File: config.mk
export PLATFORM = sky130hd
export DESIGN_NAME = rtc_support
export DESIGN_NICKNAME = d
export VERILOG_FILES = /design/src/core/rtc_support_pkg.sv /design/src/core/pin_sync.sv /design/src/core/rtc_support.sv
export SDC_FILE = /design/constraint.sdc
export NUM_CORES = 1
export LEC_CHECK = 0
export ABC_CLOCK_PERIOD_IN_PS = 2600
export BUFFER_PORTS_ARGS = -buffer_cell sky130_fd_sc_hd__buf_2
export CAP_MARGIN = 0
export CORE_UTILIZATION = 35
export CTS_CLUSTER_DIAMETER = 80
export DETAILED_ROUTE_END_ITERATION = 8
export PLACE_DENSITY = 0.66
export SETUP_SLACK_MARGIN = 0.02
export SYNTH_ARGS = -nofsm -noshare
export SYNTH_HDL_FRONTEND = slang
export SYNTH_SLANG_ARGS = --single-unit
export TNS_END_PERCENT = 50
File: constraint.sdc
create_clock -name clk -period 2.6 [get_ports clk]
set_clock_uncertainty 0.15 [all_clocks]
set_input_delay 0.26 -clock clk [delete_from_list [all_inputs] [get_ports clk]]
set_output_delay 0.26 -clock clk [all_outputs]
set_load 0.05 [all_outputs]
File: src/core/rtc_support_pkg.sv
// Purpose: shared constants and types for the real-time-clock support logic
// Assumes: system clock of 100 MHz, slow timebases arrive as pins
// Notes: time and calendar values are binary-coded decimal bytes
package rtc_support_pkg;

  // system clock rate
  localparam int unsigned CLK_HZ = 100000000;
  // crystal rate, in edges per second
  localparam int unsigned XTAL_HZ = 32768;
  // switch-over time from rc source to crystal, in ms
  localparam int unsigned SWITCH_MS = 250;
  // crystal absence time before fallback, in us
  localparam int unsigned LOSS_US = 500;
  // crystal edges to wait before switching over (least time, rounded up)
  localparam int unsigned SWITCH_EDGES = (XTAL_HZ * SWITCH_MS + 999) / 1000;
  // system cycles of absence before fallback (rounded down)
  localparam int unsigned LOSS_CYCLES = (CLK_HZ / 1000000) * LOSS_US;

  // sub-second counter: one second of slow ticks
  localparam logic signed [16:0] SUB_FIRST = 17'sh00000;
  localparam logic signed [16:0] SUB_LAST = 17'sh07FFF;

  // bcd boundary values
  localparam logic [7:0] BCD_00 = 8'h00;
  localparam logic [7:0] BCD_59 = 8'h59;
  localparam logic [7:0] BCD_23 = 8'h23;

  // period selection codes
  localparam logic [1:0] PERIOD_SECOND = 2'h0;
  localparam logic [1:0] PERIOD_MINUTE = 2'h1;
  localparam logic [1:0] PERIOD_HOUR = 2'h2;
  localparam logic [1:0] PERIOD_DAY = 2'h3;

  // status byte field positions
  localparam int unsigned FLAG_SECOND_BIT = 2;
  localparam int unsigned FLAG_MINUTE_BIT = 3;
  localparam int unsigned FLAG_HOUR_BIT = 4;
  localparam int unsigned FLAG_DAY_BIT = 5;
  localparam logic [7:0] STATUS_RESET = 8'h00;

  // synchroniser input positions
  localparam int unsigned SYN_RC = 0;
  localparam int unsigned SYN_XTAL = 1;
  localparam int unsigned SYN_EXT = 2;
  localparam int unsigned SYN_PRESENT = 3;
  localparam int unsigned SYN_W = 4;

  // time and calendar in bcd
  typedef struct packed {
    logic [7:0] year;
    logic [7:0] month;
    logic [7:0] day;
    logic [7:0] hour;
    logic [7:0] minute;
    logic [7:0] second;
  } time_calendar_t;

  // compensation bytes as written by software
  typedef struct packed {
    logic [7:0] msb;
    logic [7:0] lsb;
  } comp_bytes_t;

  // timebase source selection states
  typedef enum logic [2:0] {
    SRC_RC_WAIT = 3'h1,
    SRC_XTAL = 3'h2,
    SRC_EXT = 3'h4
  } src_state_t;

endpackage

File: src/core/pin_sync.sv
// Purpose: two-flop synchroniser for a group of pins
// Assumes: inputs are asynchronous to clk
// Notes: only the second stage leaves the module
`timescale 1ns/1ns
module pin_sync #(
  parameter int unsigned WIDTH = 1
) (
  // clock and reset
  input wire logic clk,
  input wire logic srst,
  // asynchronous pins
  input wire logic [WIDTH-1:0] pin_in,
  // synchronised copy
  output logic [WIDTH-1:0] pin_sync_out
);

  logic [WIDTH-1:0] meta_reg; // first stage, read only by second

  // two stages in series
  always_ff @(posedge clk)
  begin
    if (srst)
    begin
      meta_reg <= '0;
      pin_sync_out <= '0;
    end
    else
    begin
      meta_reg <= pin_in;
      pin_sync_out <= meta_reg;
    end
  end

endmodule // pin_sync

File: src/core/rtc_support.sv
// Purpose: drift compensation, periodic and alarm interrupts, slow timebase selection
// Assumes: calendar counting lives outside; it reads second_tick and shows its bcd time here
// Notes: slow clocks and crystal presence are pins, sampled through two flops
`timescale 1ns/1ns

module rtc_support
  import rtc_support_pkg::*;
#(
  parameter int unsigned SWITCH_COUNT = SWITCH_EDGES,
  parameter int unsigned LOSS_COUNT = LOSS_CYCLES
) (
  // clock and reset
  input wire logic clk,
  input wire logic srst,
  // slow clock pins
  input wire logic rc_slow_osc,
  input wire logic crystal_slow_osc,
  input wire logic ext_slow_osc,
  input wire logic crystal_present,
  input wire logic ext_osc_mode,
  // timebase status
  output logic src_is_crystal,
  output logic crystal_osc_rst,
  // compensation control
  input wire logic auto_comp_en,
  input wire comp_bytes_t comp_bytes,
  // calendar interface
  input wire time_calendar_t time_calendar,
  input wire time_calendar_t alarm_time,
  output logic second_tick,
  // interrupt control
  input wire logic [1:0] period_select,
  input wire logic periodic_irq_en,
  input wire logic alarm_irq_en,
  input wire logic alarm_status_wr,
  input wire logic alarm_status_wdata,
  // interrupt outputs and status
  output logic periodic_irq_n,
  output logic alarm_irq_n,
  output logic [7:0] status_flags,
  // wake-up
  input wire logic start_on_alarm_en,
  output logic wake_request
);

  ////////////////////////////////////////////////////////////////////////
  // pin sampling

  logic [SYN_W-1:0] pins_s; // synchronised pins
  logic src_prev_reg; // selected source, one cycle late
  logic src_now; // selected source level
  logic slow_edge; // one slow-clock rising edge
  logic xtal_prev_reg; // crystal level, one cycle late
  logic xtal_edge; // crystal rising edge

  pin_sync #(
    .WIDTH(SYN_W)
  ) u_pin_sync (
    .clk(clk),
    .srst(srst),
    .pin_in({crystal_present, ext_slow_osc, crystal_slow_osc, rc_slow_osc}),
    .pin_sync_out(pins_s)
  );

  ////////////////////////////////////////////////////////////////////////
  // timebase source selection

  src_state_t src_reg; // current source
  src_state_t src_next; // next source
  logic [15:0] switch_cnt_reg; // crystal edges seen while waiting
  logic [15:0] loss_cnt_reg; // cycles of crystal absence
  logic switch_done; // start-up wait complete
  logic loss_done; // crystal gone too long

  assign switch_done = switch_cnt_reg == 16'(SWITCH_COUNT - 1);
  assign loss_done = loss_cnt_reg == 16'(LOSS_COUNT - 1);
  assign xtal_edge = pins_s[SYN_XTAL] & ~xtal_prev_reg;

  // next source choice
  always_comb
  begin
    src_next = src_reg;
    case (src_reg)
      SRC_RC_WAIT:
      begin
        if (ext_osc_mode)
          src_next = SRC_EXT;
        else if (xtal_edge && switch_done && pins_s[SYN_PRESENT])
          src_next = SRC_XTAL;
      end
      SRC_XTAL:
      begin
        if (ext_osc_mode)
          src_next = SRC_EXT;
        else if (loss_done && !pins_s[SYN_PRESENT])
          src_next = SRC_RC_WAIT;
      end
      SRC_EXT:
      begin
        if (!ext_osc_mode)
          src_next = SRC_RC_WAIT;
      end
      default:
        src_next = SRC_RC_WAIT;
    endcase
  end

  // source state, rc after reset
  always_ff @(posedge clk)
  begin
    if (srst)
      src_reg <= SRC_RC_WAIT;
    else
      src_reg <= src_next;
  end

  // crystal edge count while waiting; absence restarts it
  always_ff @(posedge clk)
  begin
    if (srst)
      switch_cnt_reg <= '0;
    else if (src_reg != SRC_RC_WAIT || !pins_s[SYN_PRESENT])
      switch_cnt_reg <= '0;
    else if (xtal_edge && !switch_done)
      switch_cnt_reg <= switch_cnt_reg + 16'h0001;
  end

  // absence timer on the system clock
  always_ff @(posedge clk)
  begin
    if (srst)
      loss_cnt_reg <= '0;
    else if (pins_s[SYN_PRESENT] || src_reg != SRC_XTAL)
      loss_cnt_reg <= '0;
    else if (!loss_done)
      loss_cnt_reg <= loss_cnt_reg + 16'h0001;
  end

  // oscillator reset pulse on loss
  always_ff @(posedge clk)
  begin
    if (srst)
      crystal_osc_rst <= 1'b0;
    else
      crystal_osc_rst <= src_reg == SRC_XTAL && src_next == SRC_RC_WAIT;
  end

  assign src_is_crystal = src_reg == SRC_XTAL;

  // selected slow level: rc, crystal or external direct
  always_comb
  begin
    case (src_reg)
      SRC_XTAL: src_now = pins_s[SYN_XTAL];
      SRC_EXT: src_now = pins_s[SYN_EXT];
      default: src_now = pins_s[SYN_RC];
    endcase
  end

  // edge history
  always_ff @(posedge clk)
  begin
    if (srst)
    begin
      src_prev_reg <= 1'b0;
      xtal_prev_reg <= 1'b0;
    end
    else
    begin
      src_prev_reg <= src_now;
      xtal_prev_reg <= pins_s[SYN_XTAL];
    end
  end

  assign slow_edge = src_now & ~src_prev_reg;

  ////////////////////////////////////////////////////////////////////////
  // sub-second counter and compensation

  logic signed [16:0] sub_cnt_reg; // slow ticks within the second
  logic signed [16:0] comp_value; // signed compensation
  logic hour_point; // tick that starts second one of the hour

  assign comp_value = {comp_bytes.msb[7], comp_bytes.msb, comp_bytes.lsb};
  assign second_tick = slow_edge && sub_cnt_reg == SUB_LAST;
  assign hour_point = time_calendar.second == BCD_00 && time_calendar.minute == BCD_00;

  // count, reload, and hourly correction
  always_ff @(posedge clk)
  begin
    if (srst)
      sub_cnt_reg <= SUB_FIRST;
    else if (second_tick && auto_comp_en && hour_point)
      sub_cnt_reg <= comp_value;
    else if (second_tick)
      sub_cnt_reg <= SUB_FIRST;
    else if (slow_edge)
      sub_cnt_reg <= sub_cnt_reg + 17'sh00001;
  end

  ////////////////////////////////////////////////////////////////////////
  // periodic interrupt

  logic ev_minute; // minute rolls over
  logic ev_hour; // hour rolls over
  logic ev_day; // day rolls over
  logic period_hit; // selected period reached
  logic period_fire; // enabled periodic event

  assign ev_minute = second_tick && time_calendar.second == BCD_59;
  assign ev_hour = ev_minute && time_calendar.minute == BCD_59;
  assign ev_day = ev_hour && time_calendar.hour == BCD_23;

  // period choice
  always_comb
  begin
    case (period_select)
      PERIOD_MINUTE: period_hit = ev_minute;
      PERIOD_HOUR: period_hit = ev_hour;
      PERIOD_DAY: period_hit = ev_day;
      default: period_hit = second_tick;
    endcase
  end

  assign period_fire = period_hit && periodic_irq_en;

  // one-cycle low pulse gives the falling edge
  always_ff @(posedge clk)
  begin
    if (srst)
      periodic_irq_n <= 1'b1;
    else
      periodic_irq_n <= !period_fire;
  end

  // event flags, refreshed on each new periodic interrupt
  always_ff @(posedge clk)
  begin
    if (srst)
      status_flags <= STATUS_RESET;
    else if (period_fire)
    begin
      status_flags[FLAG_SECOND_BIT] <= second_tick;
      status_flags[FLAG_MINUTE_BIT] <= ev_minute;
      status_flags[FLAG_HOUR_BIT] <= ev_hour;
      status_flags[FLAG_DAY_BIT] <= ev_day;
    end
  end

  ////////////////////////////////////////////////////////////////////////
  // alarm interrupt and wake-up

  logic alarm_match; // all bcd fields equal
  logic match_prev_reg; // match one cycle late
  logic alarm_set; // new enabled alarm
  logic alarm_clear; // write of one to the indication

  assign alarm_match = alarm_time == time_calendar;
  assign alarm_set = alarm_match && !match_prev_reg && alarm_irq_en;
  assign alarm_clear = alarm_status_wr && alarm_status_wdata;

  // match history
  always_ff @(posedge clk)
  begin
    if (srst)
      match_prev_reg <= 1'b0;
    else
      match_prev_reg <= alarm_match;
  end

  // low level until released; a new alarm wins over the release
  always_ff @(posedge clk)
  begin
    if (srst)
      alarm_irq_n <= 1'b1;
    else if (alarm_set)
      alarm_irq_n <= 1'b0;
    else if (alarm_clear)
      alarm_irq_n <= 1'b1;
  end

  // wake request pulse, alarm only
  always_ff @(posedge clk)
  begin
    if (srst)
      wake_request <= 1'b0;
    else
      wake_request <= alarm_set && start_on_alarm_en;
  end
endmodule // rtc_support

==> results_dict.tcl, run 1 <==
set metrics [dict create \
    status "finished clean" \
    path_cells "ha_1 -> and3_1 -> nand3_2 -> a2111oi_4 -> buf_4" \
    place_ws_ns 0.1237 \
    cts_sinks 71 \
    cp_slowest_cell "dfxtp_1" \
    grt_use_total_pct 19.95 \
    seq_area_frac_synth_pct 34.45 \
    max-vdd-ir-drop_mv 0.2721 \
    nFillCells 1090 \
    rsz0062_at_grt "no" \
    slowest_delay_ns 0.38 \
    worstSetupPathType "reg -> out" \
    rows 39 \
    routed_wirelength_um 12130 \
    path_buf_inv 1 \
    period_needed_ns 2.397 \
    port_buffers 136 \
    via_count 4228 \
    dr.pass1.iters 4 \
    ys_seq_elements 71 \
    cts_tree "done" \
    globalplace.congestion 0.9832 \
    max_freq_mhz 417.1 \
    worstHoldStart "rc_slow_osc" \
    cts-root-buf "clkbuf_16" \
    ios 141 \
    drt-vias-per-instance 5.400 \
    path_max_fanout 5 \
    synth_area_per_cell_um2 8.404 \
    cp-start-kind "flop" \
    crit_cells 5 \
    synth_warnings 0 \
    clock_latency_ns 0.34 \
    setup_ws_ns 0.2025 \
    clkTransAtPathRegs_ns 0.05 \
    dp_hpwl_um 9594 \
    die_y_um 110.6 \
    synthArstFlopShare_pct 0 \
    drt_first_iter_violations 202 \
    seqCellArea_mm2 0.001421 \
    place_area_mm2 0.004972 \
    antenna_found_initial 1 \
    htree_levels 3 \
    largest_register_ffs 17 \
    min_to "u_pin_sync.meta_reg[0]$_SDFF_PP0_" \
    drive_above_1_share_pct 27.39 \
    initial_core_util_pct 35.98 \
    ant_nets 0 \
    powerDensity_mw_per_mm2 498.4 \
    finish.instance_area_mm2 0.005320 \
    r2r_setup_slack_ns 0.26 \
    path_delay_family "flip-flops" \
    die_width_um 110.6 \
    syn_inst 491 \
    synth.distinct_cells 56 \
    clockBufferDepth 2 \
    synth_edf_count 0 \
    worst_slew_pin_slew_ns 0.7890 \
    hold_viol 0 \
    syn_area_mm2 0.004126 \
    grt_pass1_vias 4015 \
    area_growth_pct 28.93 \
    core-area_mm2 0.01147 \
    wire_per_inst_um 15.50 \
    nets 764 \
    r2r_cells 7 \
    synth_flop_cell "dfxtp_1" \
    multi_input_area_mm2 0.002560 \
    min_path_type "in -> reg" \
    required_ns 2.19 \
    leakage_nw 2.034 \
    fin_crit_sh_pct 92.21 \
    finalMaxSlewViolations 0 \
    cts_buffers 9 \
    r2r-end "status_flags[4]$_SDFFE_PP0P_" \
    hold_path_depth 2 \
    slew_headroom_pct 46.57 \
    r2r-start "sub_cnt_reg[1]$_SDFFE_PP0P_" \
    dieArea_mm2 0.01223 \
    drc_errors 0 \
    cp.arrival_ns 1.99 \
    grt_pass1_wl_um 19350 \
    cap_violations 0 \
    setup_violations 0 \
    gr-total-overflow 0 \
    worstSetupEndpointType "output port" \
    grt_max_degree 23 \
]
## metal layers
| layer | wire (µm) | part of all wire [%] | vias to the layer above | track usage, % |
|---|---|---|---|---|
| li1 | - | - | 2081 | - |
| met1 | 4773 | 39 | 1947 | 21.10 |
| met2 | 6155 | 51 | 173 | 36.44 |
| met3 | 695 | 5.7 | 27 | 4.501 |
| met4 | 508 | 4.2 | 0 | 10.84 |
| met5 | 0 | 0 | - | 0 |
## how the worst max path moves through the flow
stage,start,to,slack [ns]
floorplan,src_reg[2]$_SDFF_PP0_,status_flags[3]$_SDFFE_PP0P_,-0.06
global placement,time_calendar[20],status_flags[5]$_SDFFE_PP0P_,0.18
detailed placement,time_calendar[20],status_flags[3]$_SDFFE_PP0P_,0.12
CTS,src_reg[2]$_SDFF_PP0_,sub_cnt_reg[6]$_SDFFE_PP0P_,0.17
global route,sub_cnt_reg[1]$_SDFFE_PP0P_,second_tick,0.12
finish,sub_cnt_reg[1]$_SDFFE_PP0P_,second_tick,0.20
## placed cells by master, fill, tap and decap left out, types with 13 or more instances in the layout
cell     netlist  routed
nor2_1        42      42
xor2_1        54      54
nor2b_1       14      14
dfxtp_1       71      71
buf_2          0     135
nand3_1       21      20
buf_4          4      14
nand2_1       31      31
xnor2_1       19      19
nand4_1       27      27
a31oi_1       13      13
a21oi_1       15      15
o21ai_0       14      14
nor4_1        21      21
nor3_1        22      22
## synth_stat cells (3+ instances only)
master	n	share of area (%)
a211oi_1	6	1.1
a21oi_1	15	1.8
a311oi_1	3	0.64
a31oi_1	13	2.0
a41oi_1	3	0.64
and3_1	8	1.2
and4_1	9	1.9
buf_4	4	0.73
clkbuf_1	16	1.5
dfxtp_1	71	34
ha_1	3	0.91
inv_1	11	1.0
mux2i_1	6	1.5
nand2_1	31	2.8
nand2b_1	4	0.61
nand3_1	21	2.5
nand4_1	27	4.1
nor2_1	42	3.8
nor2b_1	14	2.1
nor3_1	22	2.7
nor4_1	21	3.2
nor4b_1	5	1.1
o21ai_0	14	1.7
or3_1	11	1.7
xnor2_1	19	4.0
xor2_1	54	11
## per-stage QoR
step	TNS (ns)	utilization (%)	hold WS, ns	instances	total power, W
detailed placement	0	43.36	0.2961	761	0.001464
floorplan	-0.1832	-	0.1867	494	0.001306
finish	0	46.39	0.03190	783	0.002652
CTS	0	46.37	0.02225	782	0.002670
global route	0	46.39	0.04190	783	0.002739
global placement	0	43.36	0.2860	761	0.001456
## cells by family (layout without fill, tap and decap cells)
logic type	count (synthesis)	count (layout)	synth area share (%)
AO/OA/AOI/OAI	73	73	12.49
XOR/XNOR	73	73	15.49
adder cells (fa/ha/maj)	3	3	0.9097
buffers and inverters	35	180	3.912
flip-flops	71	71	34.45
multiplexers	6	6	1.455
other	1	5	0.09088
AND/OR/NAND/NOR	229	229	31.20
## power by group
group          total (W)  switching [W]  internal, W
Sequential       0.00114      0.0000311      0.00111
Clock            0.00120       0.000475     0.000729
Combinational   0.000307       0.000160     0.000148
Total            0.00265       0.000666      0.00199
## worst reg2reg max path: stages, from the launching register on
cell	delay (ns)
dfxtp_1	0.38
ha_1	0.24
and3_1	0.21
nand3_2	0.17
a2111oi_4	0.38
buf_4	0.22
and4_1	0.32
mux2i_1	0.21
## what timing repair did
item	CTS	global route
endpoints found under the hold margin	4	0
gates resized for setup	1	1
hold buffers	4	0
endpoints found under the setup margin	1	1
setup buffers	1	0
pin swaps	1	0
## layout make-up
| cell class | instances | area share, % |
|---|---|---|
| clock inverters | 3 | 0.4704 |
| well taps | 143 | 3.363 |
| clock buffers | 13 | 5.080 |
| flip-flops and latches | 71 | 26.72 |
| inverters | 11 | 0.7761 |
| repair buffers | 153 | 15.43 |
| diodes | 1 | 0.04704 |
| multi-input cells | 388 | 48.12 |
No activity file was read; power rests on OpenSTA's default activity.
==> inputs of run 2 (changes only) <==
Settings changed: ABC_AREA set to 1.
==> results_dict.tcl, run 2 <==
set metrics [dict create \
    grt_pass1_wl_um 17800 \
    drt_first_iter_violations 217 \
    cp_slowest_cell "dfxtp_1" \
    cts_tree "done" \
    syn_inst 610 \
    multi_input_area_mm2 0.002364 \
    whs_ns 0.006472 \
    cap_violations 0 \
    drive_above_1_share_pct 23.45 \
    area_growth_pct 28.03 \
    slowest_delay_ns 0.36 \
    htree_levels 3 \
    r2r_cells 12 \
    synth_edf_count 0 \
    clock_power_share_pct 49.5 \
    ys_seq_elements 71 \
    required_ns 2.19 \
    ant_nets 0 \
    n_antenna_cell 0 \
    hold_viol 0 \
    initial_core_util_pct 36.25 \
    final_cell_mix "136 x buf_2, 96 x nand2_1, 81 x inv_1" \
    path_max_fanout 5 \
    p_sw_w 0.0006242 \
    worstSetupPathType "reg -> out" \
    synth_area_leaders "dfxtp_1 34%, nand2_1 8.6%, inv_1 7.3%" \
    path_cells "ha_1 -> nand3_1 -> nor2_4 -> nand2_2 -> nor2_4 -> nand2_2 -> nor2_4 -> buf_2" \
    cts_sinks 71 \
    die_width_um 111.2 \
    ios 141 \
    rsz0062_at_grt "no" \
    rows 39 \
    status "finished with violations" \
    yosysTopAreaCell "dfxtp_1" \
    max-vdd-ir-drop_mv 0.3543 \
    layout_commonest_cell "buf_2" \
    seqPwrFrac_pct 39.7 \
    synthArstFlopShare_pct 0 \
    seq_area_frac_synth_pct 34.05 \
    setup-tns-final_ns 0 \
    worst_slew_pin_slew_ns 0.5052 \
    clock_latency_ns 0.33 \
    gr-total-overflow 0 \
    period_needed_ns 2.286 \
    synth.distinct_cells 38 \
    pwr-share-comb_pct 10.9 \
    crit_path_frequent_cell "nor2_4" \
    synth_flop_cell "dfxtp_1" \
    grt_use_total_pct 17.70 \
    clockBufferDepth 2 \
    max_freq_mhz 437.4 \
    core-area_mm2 0.01152 \
    nets 884 \
    swShare_pct 22.17 \
    port_buffers 136 \
    die_y_um 111.2 \
    clkTransAtPathRegs_ns 0.06 \
    cp.arrival_ns 1.88 \
    powerDensity_mw_per_mm2 527.0 \
    synth_top_area_share_pct 34.05 \
    min_path_type "in -> reg" \
    dp_hpwl_um 8422 \
    slew_headroom_pct 66.01 \
    drc_errors 7 \
    cts_setup_buffers 0 \
    synth_warnings 0 \
    leakage_nw 2.277 \
    dr.pass1.iters 6 \
    hold_path_depth 3 \
    fin_crit_sh_pct 87.93 \
    worstSetupEndpointType "output port" \
    routed_wirelength_um 10570 \
    cts_buffers 9 \
    syn_area_mm2 0.004174 \
    drt-vias-per-instance 4.759 \
    grt_max_degree 29 \
    cp-start-kind "flop" \
    via_count 4293 \
    yosys.cell_count.top_type "nand2_1" \
    violations "design-rule violations" \
    seqCellArea_mm2 0.001421 \
    setup_violations 0 \
    cts-root-buf "clkbuf_16" \
    grt_pass1_vias 4065 \
    internal_power_w 0.002192 \
    globalplace.congestion 0.8832 \
    antenna_found_initial 0 \
    dieArea_mm2 0.01237 \
    finalMaxSlewViolations 0 \
    synth_area_per_cell_um2 6.843 \
    synth_common_cells "96 x nand2_1, 81 x inv_1, 76 x nor2_1, 71 x dfxtp_1" \
    wire_per_inst_um 11.72 \
    largest_register_ffs 17 \
    nFillCells 1221 \
]
==> run 2: kinds of logic (layout without fill, tap and decap cells) <==
family | Yosys count | in the layout | share of synthesized area [%]
other cells | 1 | 4 | 0.08984
compound gates | 103 | 103 | 12.98
buf+inv | 94 | 240 | 9.592
flops | 71 | 71 | 34.05
xor+xnor | 45 | 45 | 9.442
simple gates | 293 | 293 | 32.94
fa+ha+maj | 3 | 3 | 0.8994
==> run 2: what timing repair did <==
action                                 in CTS  in global routing
hold buffers                                3                  0
resized for setup                           0                  0
endpoints found under the hold margin       3                  0
==> run 2: cell type report <==
class / instances / area share (%)
multi-input cells: 448 / 44.23
flip-flops and latches: 71 / 26.60
inverters: 82 / 5.760
clock inverters: 5 / 1.990
clock buffers: 11 / 4.355
repair buffers: 142 / 13.72
well taps: 143 / 3.348
==> run 2: routing by layer <==
metal	part of all wire (%)	track usage, %
met5	0	0
met1	43	19.80
met4	2.3	6.216
met3	5.8	4.866
met2	49	31.96
==> run 2: final timing paths <==
| check | to | slack (ns) | startpoint |
|---|---|---|---|
| min | u_pin_sync.meta_reg[3]$_SDFF_PP0_ | 0.006 | crystal_present |
| min reg2reg | u_pin_sync.pin_sync_out[1]$_SDFF_PP0_ | 0.26 | u_pin_sync.meta_reg[1]$_SDFF_PP0_ |
| max | second_tick | 0.31 | sub_cnt_reg[0]$_SDFFE_PP0P_ |
| max reg2reg | status_flags[4]$_SDFFE_PP0P_ | 0.51 | sub_cnt_reg[0]$_SDFFE_PP0P_ |
==> run 2: power groups by stage <==
stage	Sequential (W)	Clock [W]	Combinational, W
finish	0.00112	0.00139	0.000306
global route	0.00112	0.00147	0.000344
CTS	0.00112	0.00142	0.000309
detailed placement	0.00114	0	0.000304
global placement	0.00114	0	0.000303
floorplan	0.00114	0	0.000162
==> run 2: per-stage QoR <==
stage               instance area [µm²]  power [W]  worst slack (ns)  utilization (%)  std cells
floorplan                          4185   0.001303            0.4929                -        613
CTS                                5344   0.002847            0.3013            46.40        902
detailed placement                 4975   0.001444            0.5494            43.20        883
global placement                   4975   0.001443            0.5920            43.20        883
finish                             5344   0.002816            0.3138            46.40        902
global route                       5344   0.002929            0.1742            46.40        902
==> run 2: worst max-delay path, delay by kind of cell, from the launching register on <==
family | cells | cell delay (ns)
flip-flops | 1 | 0.36
AND/OR/NAND/NOR | 6 | 0.72
buffers and inverters | 1 | 0.29
adder cells (fa/ha/maj) | 1 | 0.19
